`src/rtl/cem_pkg.sv`:
```
// Package for the camera error-code memory: codes, sizes and fault slot order.
// Assumes a single system clock domain; no software-mapped registers.
package cem_pkg;

    localparam int          CEM_CODE_W        = 3;
    localparam int          CEM_NUM_FAULTS    = 5;
    localparam int          CEM_DEPTH_W       = 3;

    localparam logic [2:0]  CEM_CODE_NONE     = 3'h0;
    localparam logic [2:0]  CEM_CODE_OVERTRIG = 3'h1;
    localparam logic [2:0]  CEM_CODE_SETLOAD  = 3'h2;
    localparam logic [2:0]  CEM_CODE_BADPARAM = 3'h3;
    localparam logic [2:0]  CEM_CODE_POWER    = 3'h5;
    localparam logic [2:0]  CEM_CODE_TRIGW    = 3'h6;

    localparam logic [2:0]  CEM_DEPTH_ZERO    = 3'h0;
    localparam logic [2:0]  CEM_DEPTH_ONE     = 3'h1;

    localparam logic [15:0] CEM_CNT_ZERO      = 16'h0000;
    localparam logic [15:0] CEM_CNT_ONE       = 16'h0001;
    localparam logic [15:0] CEM_CNT_MAX       = 16'hFFFF;

    localparam int          CEM_SLOT_OVERTRIG = 0;
    localparam int          CEM_SLOT_SETLOAD  = 1;
    localparam int          CEM_SLOT_BADPARAM = 2;
    localparam int          CEM_SLOT_POWER    = 3;
    localparam int          CEM_SLOT_TRIGW    = 4;

    typedef enum {
        CEM_IDLE,
        CEM_HOLD
    } cem_pulse_state_t;

endpackage : cem_pkg

```
`src/rtl/cem_pulse_check.sv`:
```
// Trigger-width checker: flags a trigger pulse shorter than the minimum width.
// Assumes the trigger input is synchronous to the system clock.
`timescale 1ns/1ps
module cem_pulse_check
    import cem_pkg::*;
(
    input  wire logic        i_sys_clk,
    input  wire logic        i_nrst,
    input  wire logic        i_enable,
    input  wire logic [15:0] i_min_cycles,
    input  wire logic        i_trig,
    output logic             o_short
);

    cem_pulse_state_t state_r;
    cem_pulse_state_t state_nxt;
    logic [15:0]      cnt_r;
    logic [15:0]      cnt_nxt;
    logic             short_nxt;

    always_comb
    begin
        state_nxt = state_r;
        cnt_nxt   = cnt_r;
        short_nxt = 1'b0;
        case (state_r)
            CEM_IDLE:
            begin
                if (i_enable && i_trig)
                begin
                    state_nxt = CEM_HOLD;
                    cnt_nxt   = CEM_CNT_ONE;
                end
            end
            CEM_HOLD:
            begin
                if (i_trig)
                begin
                    if (cnt_r != CEM_CNT_MAX)
                        cnt_nxt = cnt_r + CEM_CNT_ONE;
                end
                else
                begin
                    state_nxt = CEM_IDLE;
                    short_nxt = i_enable && (cnt_r < i_min_cycles);
                end
            end
            default:
                state_nxt = CEM_IDLE;
        endcase
    end

    always_ff @(posedge i_sys_clk or negedge i_nrst)
    begin
        if (!i_nrst)
        begin
            state_r <= CEM_IDLE;
            cnt_r   <= CEM_CNT_ZERO;
            o_short <= 1'b0;
        end
        else
        begin
            state_r <= state_nxt;
            cnt_r   <= cnt_nxt;
            o_short <= short_nxt;
        end
    end

endmodule : cem_pulse_check

```
`src/rtl/cem_error_memory.sv`:
```
// Error-code memory: records one entry per fault type in order of detection,
// shows the newest code and removes it on a clear command.
// Assumes all inputs are synchronous to the system clock; fault inputs are pulses or levels.
`timescale 1ns/1ps
module cem_error_memory
    import cem_pkg::*;
(
    input  wire logic                  i_sys_clk,
    input  wire logic                  i_nrst,
    input  wire logic                  i_acq_trig,
    input  wire logic                  i_acq_waiting,
    input  wire logic                  i_frame_trig,
    input  wire logic                  i_frame_waiting,
    input  wire logic                  i_set_load_fail,
    input  wire logic                  i_param_invalid,
    input  wire logic                  i_power_low,
    input  wire logic                  i_trig_width_mode,
    input  wire logic [15:0]           i_min_exp_cycles,
    input  wire logic                  i_exp_trig,
    input  wire logic                  i_clear_last,
    output logic      [CEM_CODE_W-1:0] o_last_error,
    output logic      [CEM_DEPTH_W-1:0] o_depth
);

    logic [CEM_CODE_W-1:0]                      stack_r [CEM_NUM_FAULTS];
    logic [CEM_CODE_W-1:0]                      stack_nxt [CEM_NUM_FAULTS];
    logic [CEM_DEPTH_W-1:0]                     depth_r;
    logic [CEM_DEPTH_W-1:0]                     depth_nxt;
    logic [CEM_NUM_FAULTS-1:0]                  present_r;
    logic [CEM_NUM_FAULTS-1:0]                  present_nxt;
    logic [CEM_NUM_FAULTS-1:0]                  fault_hit;
    logic [CEM_CODE_W-1:0]                      last_nxt;
    logic                                       trig_short;
    logic                                       acq_over;
    logic                                       frame_over;
    logic                                       pop_en;
    logic [CEM_DEPTH_W-1:0]                     top_idx;
    logic [CEM_DEPTH_W-1:0]                     pop_depth;
    logic [CEM_NUM_FAULTS-1:0]                  pop_mask;
    logic [CEM_NUM_FAULTS-1:0]                  kept;
    logic [CEM_NUM_FAULTS-1:0]                  push_en;
    logic [CEM_NUM_FAULTS-1:0][CEM_DEPTH_W-1:0] push_pos;

    // Slot order sets the code and the storing order within one cycle
    function automatic logic [CEM_CODE_W-1:0] slot_code(input int idx);
        case (idx)
            CEM_SLOT_OVERTRIG: slot_code = CEM_CODE_OVERTRIG;
            CEM_SLOT_SETLOAD:  slot_code = CEM_CODE_SETLOAD;
            CEM_SLOT_BADPARAM: slot_code = CEM_CODE_BADPARAM;
            CEM_SLOT_POWER:    slot_code = CEM_CODE_POWER;
            default:           slot_code = CEM_CODE_TRIGW;
        endcase
    endfunction : slot_code

    // Presence slot of a stored code
    function automatic int code_slot(input logic [CEM_CODE_W-1:0] code);
        case (code)
            CEM_CODE_OVERTRIG: code_slot = CEM_SLOT_OVERTRIG;
            CEM_CODE_SETLOAD:  code_slot = CEM_SLOT_SETLOAD;
            CEM_CODE_BADPARAM: code_slot = CEM_SLOT_BADPARAM;
            CEM_CODE_POWER:    code_slot = CEM_SLOT_POWER;
            default:           code_slot = CEM_SLOT_TRIGW;
        endcase
    endfunction : code_slot

    // One-hot presence bit of a stored code
    function automatic logic [CEM_NUM_FAULTS-1:0] slot_mask(input logic [CEM_CODE_W-1:0] code);
        slot_mask                  = '0;
        slot_mask[code_slot(code)] = 1'b1;
    endfunction : slot_mask

    // Index of the newest entry, held at zero for an empty memory
    function automatic logic [CEM_DEPTH_W-1:0] depth_below(input logic [CEM_DEPTH_W-1:0] depth);
        if (depth == CEM_DEPTH_ZERO)
            depth_below = CEM_DEPTH_ZERO;
        else
            depth_below = depth - CEM_DEPTH_ONE;
    endfunction : depth_below

    // Next free position after an optional push
    function automatic logic [CEM_DEPTH_W-1:0] depth_step(input logic [CEM_DEPTH_W-1:0] depth,
                                                          input logic                   push);
        if (push)
            depth_step = depth + CEM_DEPTH_ONE;
        else
            depth_step = depth;
    endfunction : depth_step

    // New content of one entry: the code pushed onto it, else the old code
    function automatic logic [CEM_CODE_W-1:0] entry_value(
        input logic [CEM_DEPTH_W-1:0]                     idx,
        input logic [CEM_CODE_W-1:0]                      old,
        input logic [CEM_NUM_FAULTS-1:0]                  en,
        input logic [CEM_NUM_FAULTS-1:0][CEM_DEPTH_W-1:0] pos
    );
        entry_value = old;
        for (int i = 0; i < CEM_NUM_FAULTS; i++)
        begin
            if (en[i] && (pos[i] == idx))
                entry_value = slot_code(i);
        end
    endfunction : entry_value

    cem_pulse_check u_pulse_check (
        .i_sys_clk    (i_sys_clk),
        .i_nrst       (i_nrst),
        .i_enable     (i_trig_width_mode),
        .i_min_cycles (i_min_exp_cycles),
        .i_trig       (i_exp_trig),
        .o_short      (trig_short)
    );

    // Fault decode, one presence slot per code
    assign acq_over                     = i_acq_trig && !i_acq_waiting;
    assign frame_over                   = i_frame_trig && !i_frame_waiting;
    assign fault_hit[CEM_SLOT_OVERTRIG] = acq_over || frame_over;
    assign fault_hit[CEM_SLOT_SETLOAD]  = i_set_load_fail;
    assign fault_hit[CEM_SLOT_BADPARAM] = i_param_invalid;
    assign fault_hit[CEM_SLOT_POWER]    = i_power_low;
    assign fault_hit[CEM_SLOT_TRIGW]    = trig_short;

    // Clear pops first, then new faults push, so a fault in the clear cycle is kept
    assign pop_en    = i_clear_last && (depth_r != CEM_DEPTH_ZERO);
    assign top_idx   = depth_below(depth_r);
    assign pop_depth = pop_en ? top_idx : depth_r;
    assign pop_mask  = pop_en ? slot_mask(stack_r[top_idx]) : '0;
    assign kept      = present_r & ~pop_mask;

    // Faults push in slot order onto consecutive entries
    assign push_en                      = fault_hit & ~kept;
    assign push_pos[CEM_SLOT_OVERTRIG]  = pop_depth;
    assign push_pos[CEM_SLOT_SETLOAD]   = depth_step(push_pos[CEM_SLOT_OVERTRIG], push_en[CEM_SLOT_OVERTRIG]);
    assign push_pos[CEM_SLOT_BADPARAM]  = depth_step(push_pos[CEM_SLOT_SETLOAD], push_en[CEM_SLOT_SETLOAD]);
    assign push_pos[CEM_SLOT_POWER]     = depth_step(push_pos[CEM_SLOT_BADPARAM], push_en[CEM_SLOT_BADPARAM]);
    assign push_pos[CEM_SLOT_TRIGW]     = depth_step(push_pos[CEM_SLOT_POWER], push_en[CEM_SLOT_POWER]);
    assign depth_nxt                    = depth_step(push_pos[CEM_SLOT_TRIGW], push_en[CEM_SLOT_TRIGW]);
    assign present_nxt                  = kept | push_en;

    // Entry contents after this cycle's pushes
    for (genvar k = 0; k < CEM_NUM_FAULTS; k++)
    begin : g_entry
        assign stack_nxt[k] = entry_value(CEM_DEPTH_W'(k), stack_r[k], push_en, push_pos);
    end

    // Newest code after pop and pushes
    assign last_nxt = (depth_nxt == CEM_DEPTH_ZERO) ? CEM_CODE_NONE
                                                    : stack_nxt[depth_below(depth_nxt)];

    // Entry store
    always_ff @(posedge i_sys_clk or negedge i_nrst)
    begin
        if (!i_nrst)
        begin
            for (int i = 0; i < CEM_NUM_FAULTS; i++)
                stack_r[i] <= CEM_CODE_NONE;
        end
        else
        begin
            stack_r <= stack_nxt;
        end
    end

    // Entry count
    always_ff @(posedge i_sys_clk or negedge i_nrst)
    begin
        if (!i_nrst)
        begin
            depth_r <= CEM_DEPTH_ZERO;
        end
        else
        begin
            depth_r <= depth_nxt;
        end
    end

    // Stored fault types
    always_ff @(posedge i_sys_clk or negedge i_nrst)
    begin
        if (!i_nrst)
        begin
            present_r <= '0;
        end
        else
        begin
            present_r <= present_nxt;
        end
    end

    // Newest code output
    always_ff @(posedge i_sys_clk or negedge i_nrst)
    begin
        if (!i_nrst)
        begin
            o_last_error <= CEM_CODE_NONE;
        end
        else
        begin
            o_last_error <= last_nxt;
        end
    end

    // Entry count output
    always_ff @(posedge i_sys_clk or negedge i_nrst)
    begin
        if (!i_nrst)
        begin
            o_depth <= CEM_DEPTH_ZERO;
        end
        else
        begin
            o_depth <= depth_nxt;
        end
    end

endmodule : cem_error_memory

```
`config.mk`:
```
export PLATFORM = sky130hd
export DESIGN_NAME = cem_error_memory
export DESIGN_NICKNAME = d
export VERILOG_FILES = /design/src/rtl/cem_pkg.sv /design/src/rtl/cem_pulse_check.sv /design/src/rtl/cem_error_memory.sv
export SDC_FILE = /design/constraint.sdc
export NUM_CORES = 1
export LEC_CHECK = 0
export ABC_AREA = 1
export CAP_MARGIN = 40
export CORE_MARGIN = 2
export CORE_UTILIZATION = 55
export CTS_CLUSTER_DIAMETER = 40
export DETAILED_ROUTE_END_ITERATION = 10
export DONT_BUFFER_PORTS = 1
export PLACE_DENSITY = 0.67
export SLEW_MARGIN = 20
export SYNTH_ARGS = -nofsm -noshare
export SYNTH_HDL_FRONTEND = slang
export SYNTH_SLANG_ARGS = --single-unit
```
`constraint.sdc`:
```
create_clock -name i_sys_clk -period 7.94 [get_ports i_sys_clk]
set_input_delay 0.397 -clock i_sys_clk [delete_from_list [all_inputs] [get_ports i_sys_clk]]
set_output_delay 0.397 -clock i_sys_clk [all_outputs]
set_load 0.1 [all_outputs]
```
==> results.sh, run 1 <==
export IMPL_status="finished clean"
export IMPL_synthTopCellsByCount="nand2_1 (134), inv_1 (98), nand3_1 (53)"
export IMPL_worst_path_largest_cell_delay_ns=0.36
export IMPL_grt_pass1_vias=3125
export IMPL_port_buffers=0
export IMPL_setup_viol=0
export IMPL_skew_ns=0.00280
export IMPL_hp_start="i_power_low"
export IMPL_slew_headroom_pct=41.5
export IMPL_synth_area_per_cell_um2=7.17
export IMPL_synth_most_common_cell="nand2_1"
export IMPL_finalNetCount=618
export IMPL_slew_viol_final=0
export IMPL_drive_gt1_share_pct=10.8
export IMPL_worstReg2RegStart="o_depth[0]$_DFF_PN0_"
export IMPL_cts_root_buf="clkbuf_8"
export IMPL_rsz0062_at_grt="false"
export IMPL_synth_edf_count=0
export IMPL_tightest_slew_ns=0.878
export IMPL_final_setup_tns_ns=0
export IMPL_dieHeight_um=87.1
export IMPL_ys_warn_count=0
export IMPL_syn_inst=530
export IMPL_worst_path_max_fanout=8
export IMPL_dp_hpwl_um=7100
export IMPL_drt_antenna_violating_nets=0
export IMPL_drcViolationCount=0
export IMPL_crit_slowest_cell="dfrtp_1"
export IMPL_io_pins=34
export IMPL_maxCapViolations=0
export IMPL_n_antenna_cell=0
export IMPL_place_ws_ns=2.05
export IMPL_grt_pass1_wl_um=14700
export IMPL_ys_async_sr_fraction_pct=100
export IMPL_core_area_mm2=0.00676
export IMPL_synth_yosys_seq_area_share_pct=29.0
export IMPL_htree_levels=2
export IMPL_grt_ovfl_total=0
export IMPL_fmax_mhz=167
export IMPL_cp_required_ns=8.16
export IMPL_synthTopCellsByArea="dfrtp_1 (29%), ha_1 (15%), nand2_1 (13%), inv_1 (9.7%), nand3_1 (7.0%)"
export IMPL_hold_violations=0
export IMPL_clk_pin_slew_ns=0.08
export IMPL_syn_area_mm2=0.00380
export IMPL_dieArea_mm2=0.00759
export IMPL_end_kind="flip-flop"
export IMPL_grt_max_degree=45
export IMPL_synthDistinctLibCells=40
export IMPL_routed_via_density=5.28
export IMPL_synth_net_count=605
export IMPL_grtUsageTotal_pct=24.8
export IMPL_gp_congestion=0.911
export IMPL_antenna_found_initial=0
export IMPL_crit_type="flip-flop to flip-flop"
export IMPL_arrival_ns=6.20
export IMPL_drtIter0Drc=221
export IMPL_fill_cells=651
export IMPL_insertion_delay_ns=0.29
export IMPL_fin_util_pct=60.3
export IMPL_start_kind="flip-flop"
export IMPL_vias=3296
export IMPL_layout_setup_ws_ns=1.96
export IMPL_clock_sinks=44
export IMPL_cpLargestDelayFamily="adder cells"
export IMPL_ys_ff_latch=44
export IMPL_synth_top_flop_cell="dfrtp_1"
export IMPL_hold_path_class="primary input to flip-flop"
export IMPL_fin_crit_ns=5.98
export IMPL_numCtsBuffers=5
export IMPL_dr_pass1_iters=5
export IMPL_yosysTopAreaCellShare_pct=29.0
export IMPL_initial_core_util_pct=56.2
export IMPL_cp_num_buf_inv=10
export IMPL_post_cts_buffers=0
export IMPL_routed_wl_um=8700
export IMPL_rows=30
export IMPL_fin_cells=624
export IMPL_synth_area_leader_cell="dfrtp_1"
export IMPL_die_w_um=87.1
export IMPL_fin_crit_sh_pct=75.3
export IMPL_area_growth_pct=7.28
export IMPL_place_inst=614
export IMPL_crit_start="o_depth[0]$_DFF_PN0_"
export IMPL_cts_buffer_depth=2
export IMPL_wire_per_inst_um=13.9
export IMPL_cts_tree="yes"
[layout by cell type, fill, tap and decap left out, types with 2 or more instances in the layout]
cell        n
a21oi_1    15
a31oi_1     3
buf_16      2
buf_4       2
clkbuf_8    6
clkinv_2    2
dfrtp_1    44
ha_1       47
inv_1      98
inv_2       8
nand2_1   134
nand2_2    13
nand2_4     6
nand3_1    53
nand3_2     6
nand3_4     2
nand3b_1    3
nand4_1    12
nor2_1     19
nor3_1     14
nor4_1      2
o211ai_1    3
o21ai_0    21
o21ai_1     4
o21ai_2     4
[registers in the layout (all words and copies together), names as in the netlist]
register	count
u_pulse_check.o_short	1
o_last_error	3
u_pulse_check.cnt_r	16
present_r	5
o_depth	3
stack_r	15
u_pulse_check.state_r	1
[area by class of cell]
class	instances	area [µm²]	share of cell area, %
clock buffers	6	82.6	2.03
clock inverters	2	10.0	0.246
inverters	108	408	10.0
multi-input cells	378	2290	56.2
flip-flops and latches	44	1100	27.0
well taps	80	100	2.46
repair buffers	6	83.8	2.06
[kinds of logic (layout without fill, tap and decap cells)]
group / Yosys count / count (layout) / synth area share [%]
AND/OR/NAND/NOR: 270 / 270 / 34.8
AO/OA/AOI/OAI: 61 / 61 / 9.95
buffers and inverters: 108 / 122 / 10.7
flip-flops: 44 / 44 / 29.0
adder cells (fa/ha/maj): 47 / 47 / 15.5
[metal layers]
metal,up-vias,global-route usage (%),wire length [µm]
met4,0,5.73,97
met2,67,37.6,3730
met3,8,3.13,291
met1,1483,37.7,4580
li1,1738,-,-
met5,-,0,0
[through the flow]
step | hold slack, ns | cell area [µm²]
after global routing | 0.193 | 4080
after detailed placement | 0.104 | 3950
after global placement | 0.103 | 3910
after floorplan | 0.101 | 3800
after CTS | 0.192 | 4080
final | 0.202 | 4080
[what timing repair did]
item	4_1_cts	5_1_grt
hold buffers	2	0
hold endpoints to repair	44	0
gates resized for setup	0	0
[final timing paths]
path	endpoint	slack [ns]	cells past startpoint
worst max-delay path	o_last_error[0]$_DFF_PN0_	1.96	35
worst min register to register	present_r[2]$_DFF_PN0_	0.49	2
max in group asynchronous	o_last_error[1]$_DFF_PN0_	7.12	2
worst max register to register	o_last_error[0]$_DFF_PN0_	1.96	35
min in group asynchronous	u_pulse_check.cnt_r[4]$_DFFE_PN0P_	0.61	2
worst min-delay path	present_r[3]$_DFF_PN0_	0.20	2
Power of run 1 is not shown: default switching activity piles up to over one toggle a cycle in this logic, so the estimate is an artifact.
==> inputs of run 2 (changes only) <==
- clock period: 7.94 -> 5.51 ns (I/O delays scaled with it)
==> run 2 against run 1 <==
Effect of this change: final cell count rose by 0.64%; critical path depth rose by 1; register-to-register slack got worse by 1.5 ns; final area rose by 2.1%; flip-flop and latch count did not move; clock skew rose by 0.0073 ns; sequential share of layout area fell by 0.47 points; worst hold slack got worse by 0.12 ns.
==> results.sh, run 2 (synthesis gave the netlist of run 1 again) <==
export IMPL_crit_slowest_cell="dfrtp_2"
export IMPL_grt_ovfl_total=0
export IMPL_cts_buffer_depth=2
export IMPL_skew_ns=0.0101
export IMPL_cp_required_ns=5.72
export IMPL_wire_per_inst_um=14.0
export IMPL_layout_setup_ws_ns=0.470
export IMPL_largest_reg_flops=16
export IMPL_worst_path_max_fanout=8
export IMPL_die_w_um=87.1
export IMPL_grt_max_degree=45
export IMPL_drtIter0Drc=212
export IMPL_status="finished clean"
export IMPL_reg_top3="u_pulse_check.cnt_r (16), stack_r (15), present_r (5)"
export IMPL_dieArea_mm2=0.00759
export IMPL_n_antenna_cell=0
export IMPL_clock_sinks=44
export IMPL_io_pins=34
export IMPL_fin_crit_sh_pct=91.5
export IMPL_grtUsageTotal_pct=24.2
export IMPL_place_ws_ns=0.0995
export IMPL_grt_pass1_wl_um=14400
export IMPL_area_growth_pct=9.55
export IMPL_grt_pass1_vias=3023
export IMPL_dieHeight_um=87.1
export IMPL_dr_pass1_iters=5
export IMPL_dp_hpwl_um=7100
export IMPL_worstReg2RegStart="o_depth[1]$_DFF_PN0_"
export IMPL_end_kind="flip-flop"
export IMPL_crit_type="flip-flop to flip-flop"
export IMPL_start_kind="flip-flop"
export IMPL_crit_top_cell="nand2_1"
export IMPL_drt_antenna_violating_nets=0
export IMPL_routed_via_density=5.36
export IMPL_rr_worst_depth=36
export IMPL_numCtsBuffers=5
export IMPL_hold_depth=2
export IMPL_slew_viol_final=0
export IMPL_rsz0062_at_grt="false"
export IMPL_arrival_ns=5.25
export IMPL_hold_path_class="primary input to flip-flop"
export IMPL_routed_wl_um=8770
export IMPL_final_setup_tns_ns=0
export IMPL_clk_pin_slew_ns=0.08
export IMPL_core_area_mm2=0.00676
export IMPL_hold_violations=0
export IMPL_cts_root_buf="clkbuf_8"
export IMPL_fmax_mhz=198
export IMPL_layout_common_cells="nand2_1 (133), inv_1 (95), nand3_1 (53)"
export IMPL_port_buffers=0
export IMPL_setup_viol=0
export IMPL_fin_crit_ns=5.04
export IMPL_hp_start="i_power_low"
export IMPL_insertion_delay_ns=0.30
export IMPL_final_common_cell="nand2_1"
export IMPL_worst_path_largest_cell_delay_ns=0.44
export IMPL_fin_util_pct=61.6
export IMPL_drcViolationCount=0
export IMPL_htree_levels=2
export IMPL_finalNetCount=624
export IMPL_maxCapViolations=0
export IMPL_crit_start="o_depth[1]$_DFF_PN0_"
export IMPL_cts_tree="yes"
export IMPL_tightest_slew_ns=0.883
export IMPL_slew_headroom_pct=41.2
export IMPL_vias=3367
export IMPL_rows=30
export IMPL_drive_gt1_share_pct=13.9
export IMPL_initial_core_util_pct=56.2
export IMPL_antenna_found_initial=0
export IMPL_gp_congestion=0.922
export IMPL_regMostFlops="u_pulse_check.cnt_r"
==> run 2: changes by cell type in the layout (fill, tap and decap cells not counted), sizes merged <==
cell,before,now
buf,5,11
clkinv,3,1
==> run 2: path summary, 6_finish.rpt <==
path	to	slack, ns
max in group asynchronous	o_depth[0]$_DFF_PN0_	4.80
hold reg to reg	present_r[2]$_DFF_PN0_	0.50
hold / removal	present_r[3]$_DFF_PN0_	0.08
setup / recovery	o_last_error[0]$_DFF_PN0_	0.47
min in group asynchronous	present_r[3]$_DFF_PN0_	0.47
setup reg to reg	o_last_error[0]$_DFF_PN0_	0.47
==> run 2: what timing repair did <==
| item | in CTS | in global routing |
|---|---|---|
| hold buffers | 2 | 0 |
| setup buffers | 0 | 4 |
| resized for setup | 0 | 20 |
| endpoints found under the hold margin | 44 | 0 |
| endpoints found under the setup margin | 0 | 3 |
==> run 2: worst max-delay path: cells and delay by family (launching register included) <==
family	cells	cell delay, ns
AOI/OAI and AO/OA	3	0.48
buffers and inverters	6	0.39
DFF	1	0.44
and+or+nand+nor	20	1.88
adders and majority gates	7	1.74
==> run 2: final cells by class <==
class / instances / area [µm²]
clock buffers: 6 / 72.6
repair buffers: 12 / 120
inverters: 108 / 408
flip-flops and latches: 44 / 1100
multi-input cells: 378 / 2360
well taps: 80 / 100
fillers: 653 / 2590
==> run 2: layer usage <==
metal | wire, µm | GRT usage, %
met1 | 4570 | 37.2
met2 | 3800 | 36.5
met3 | 305 | 3.03
met4 | 95 | 4.62
met5 | 0 | 0
==> run 2: through the flow <==
stage               hold WS (ns)  area (µm²)  std cells
global route              0.0705        4160        628
finish                    0.0777        4160        628
global placement         -0.0180        3950        616
floorplan                -0.0201        3800        530
detailed placement       -0.0188        3950        616
CTS                       0.0767        4060        624
Power of run 2 is left out for the same reason.
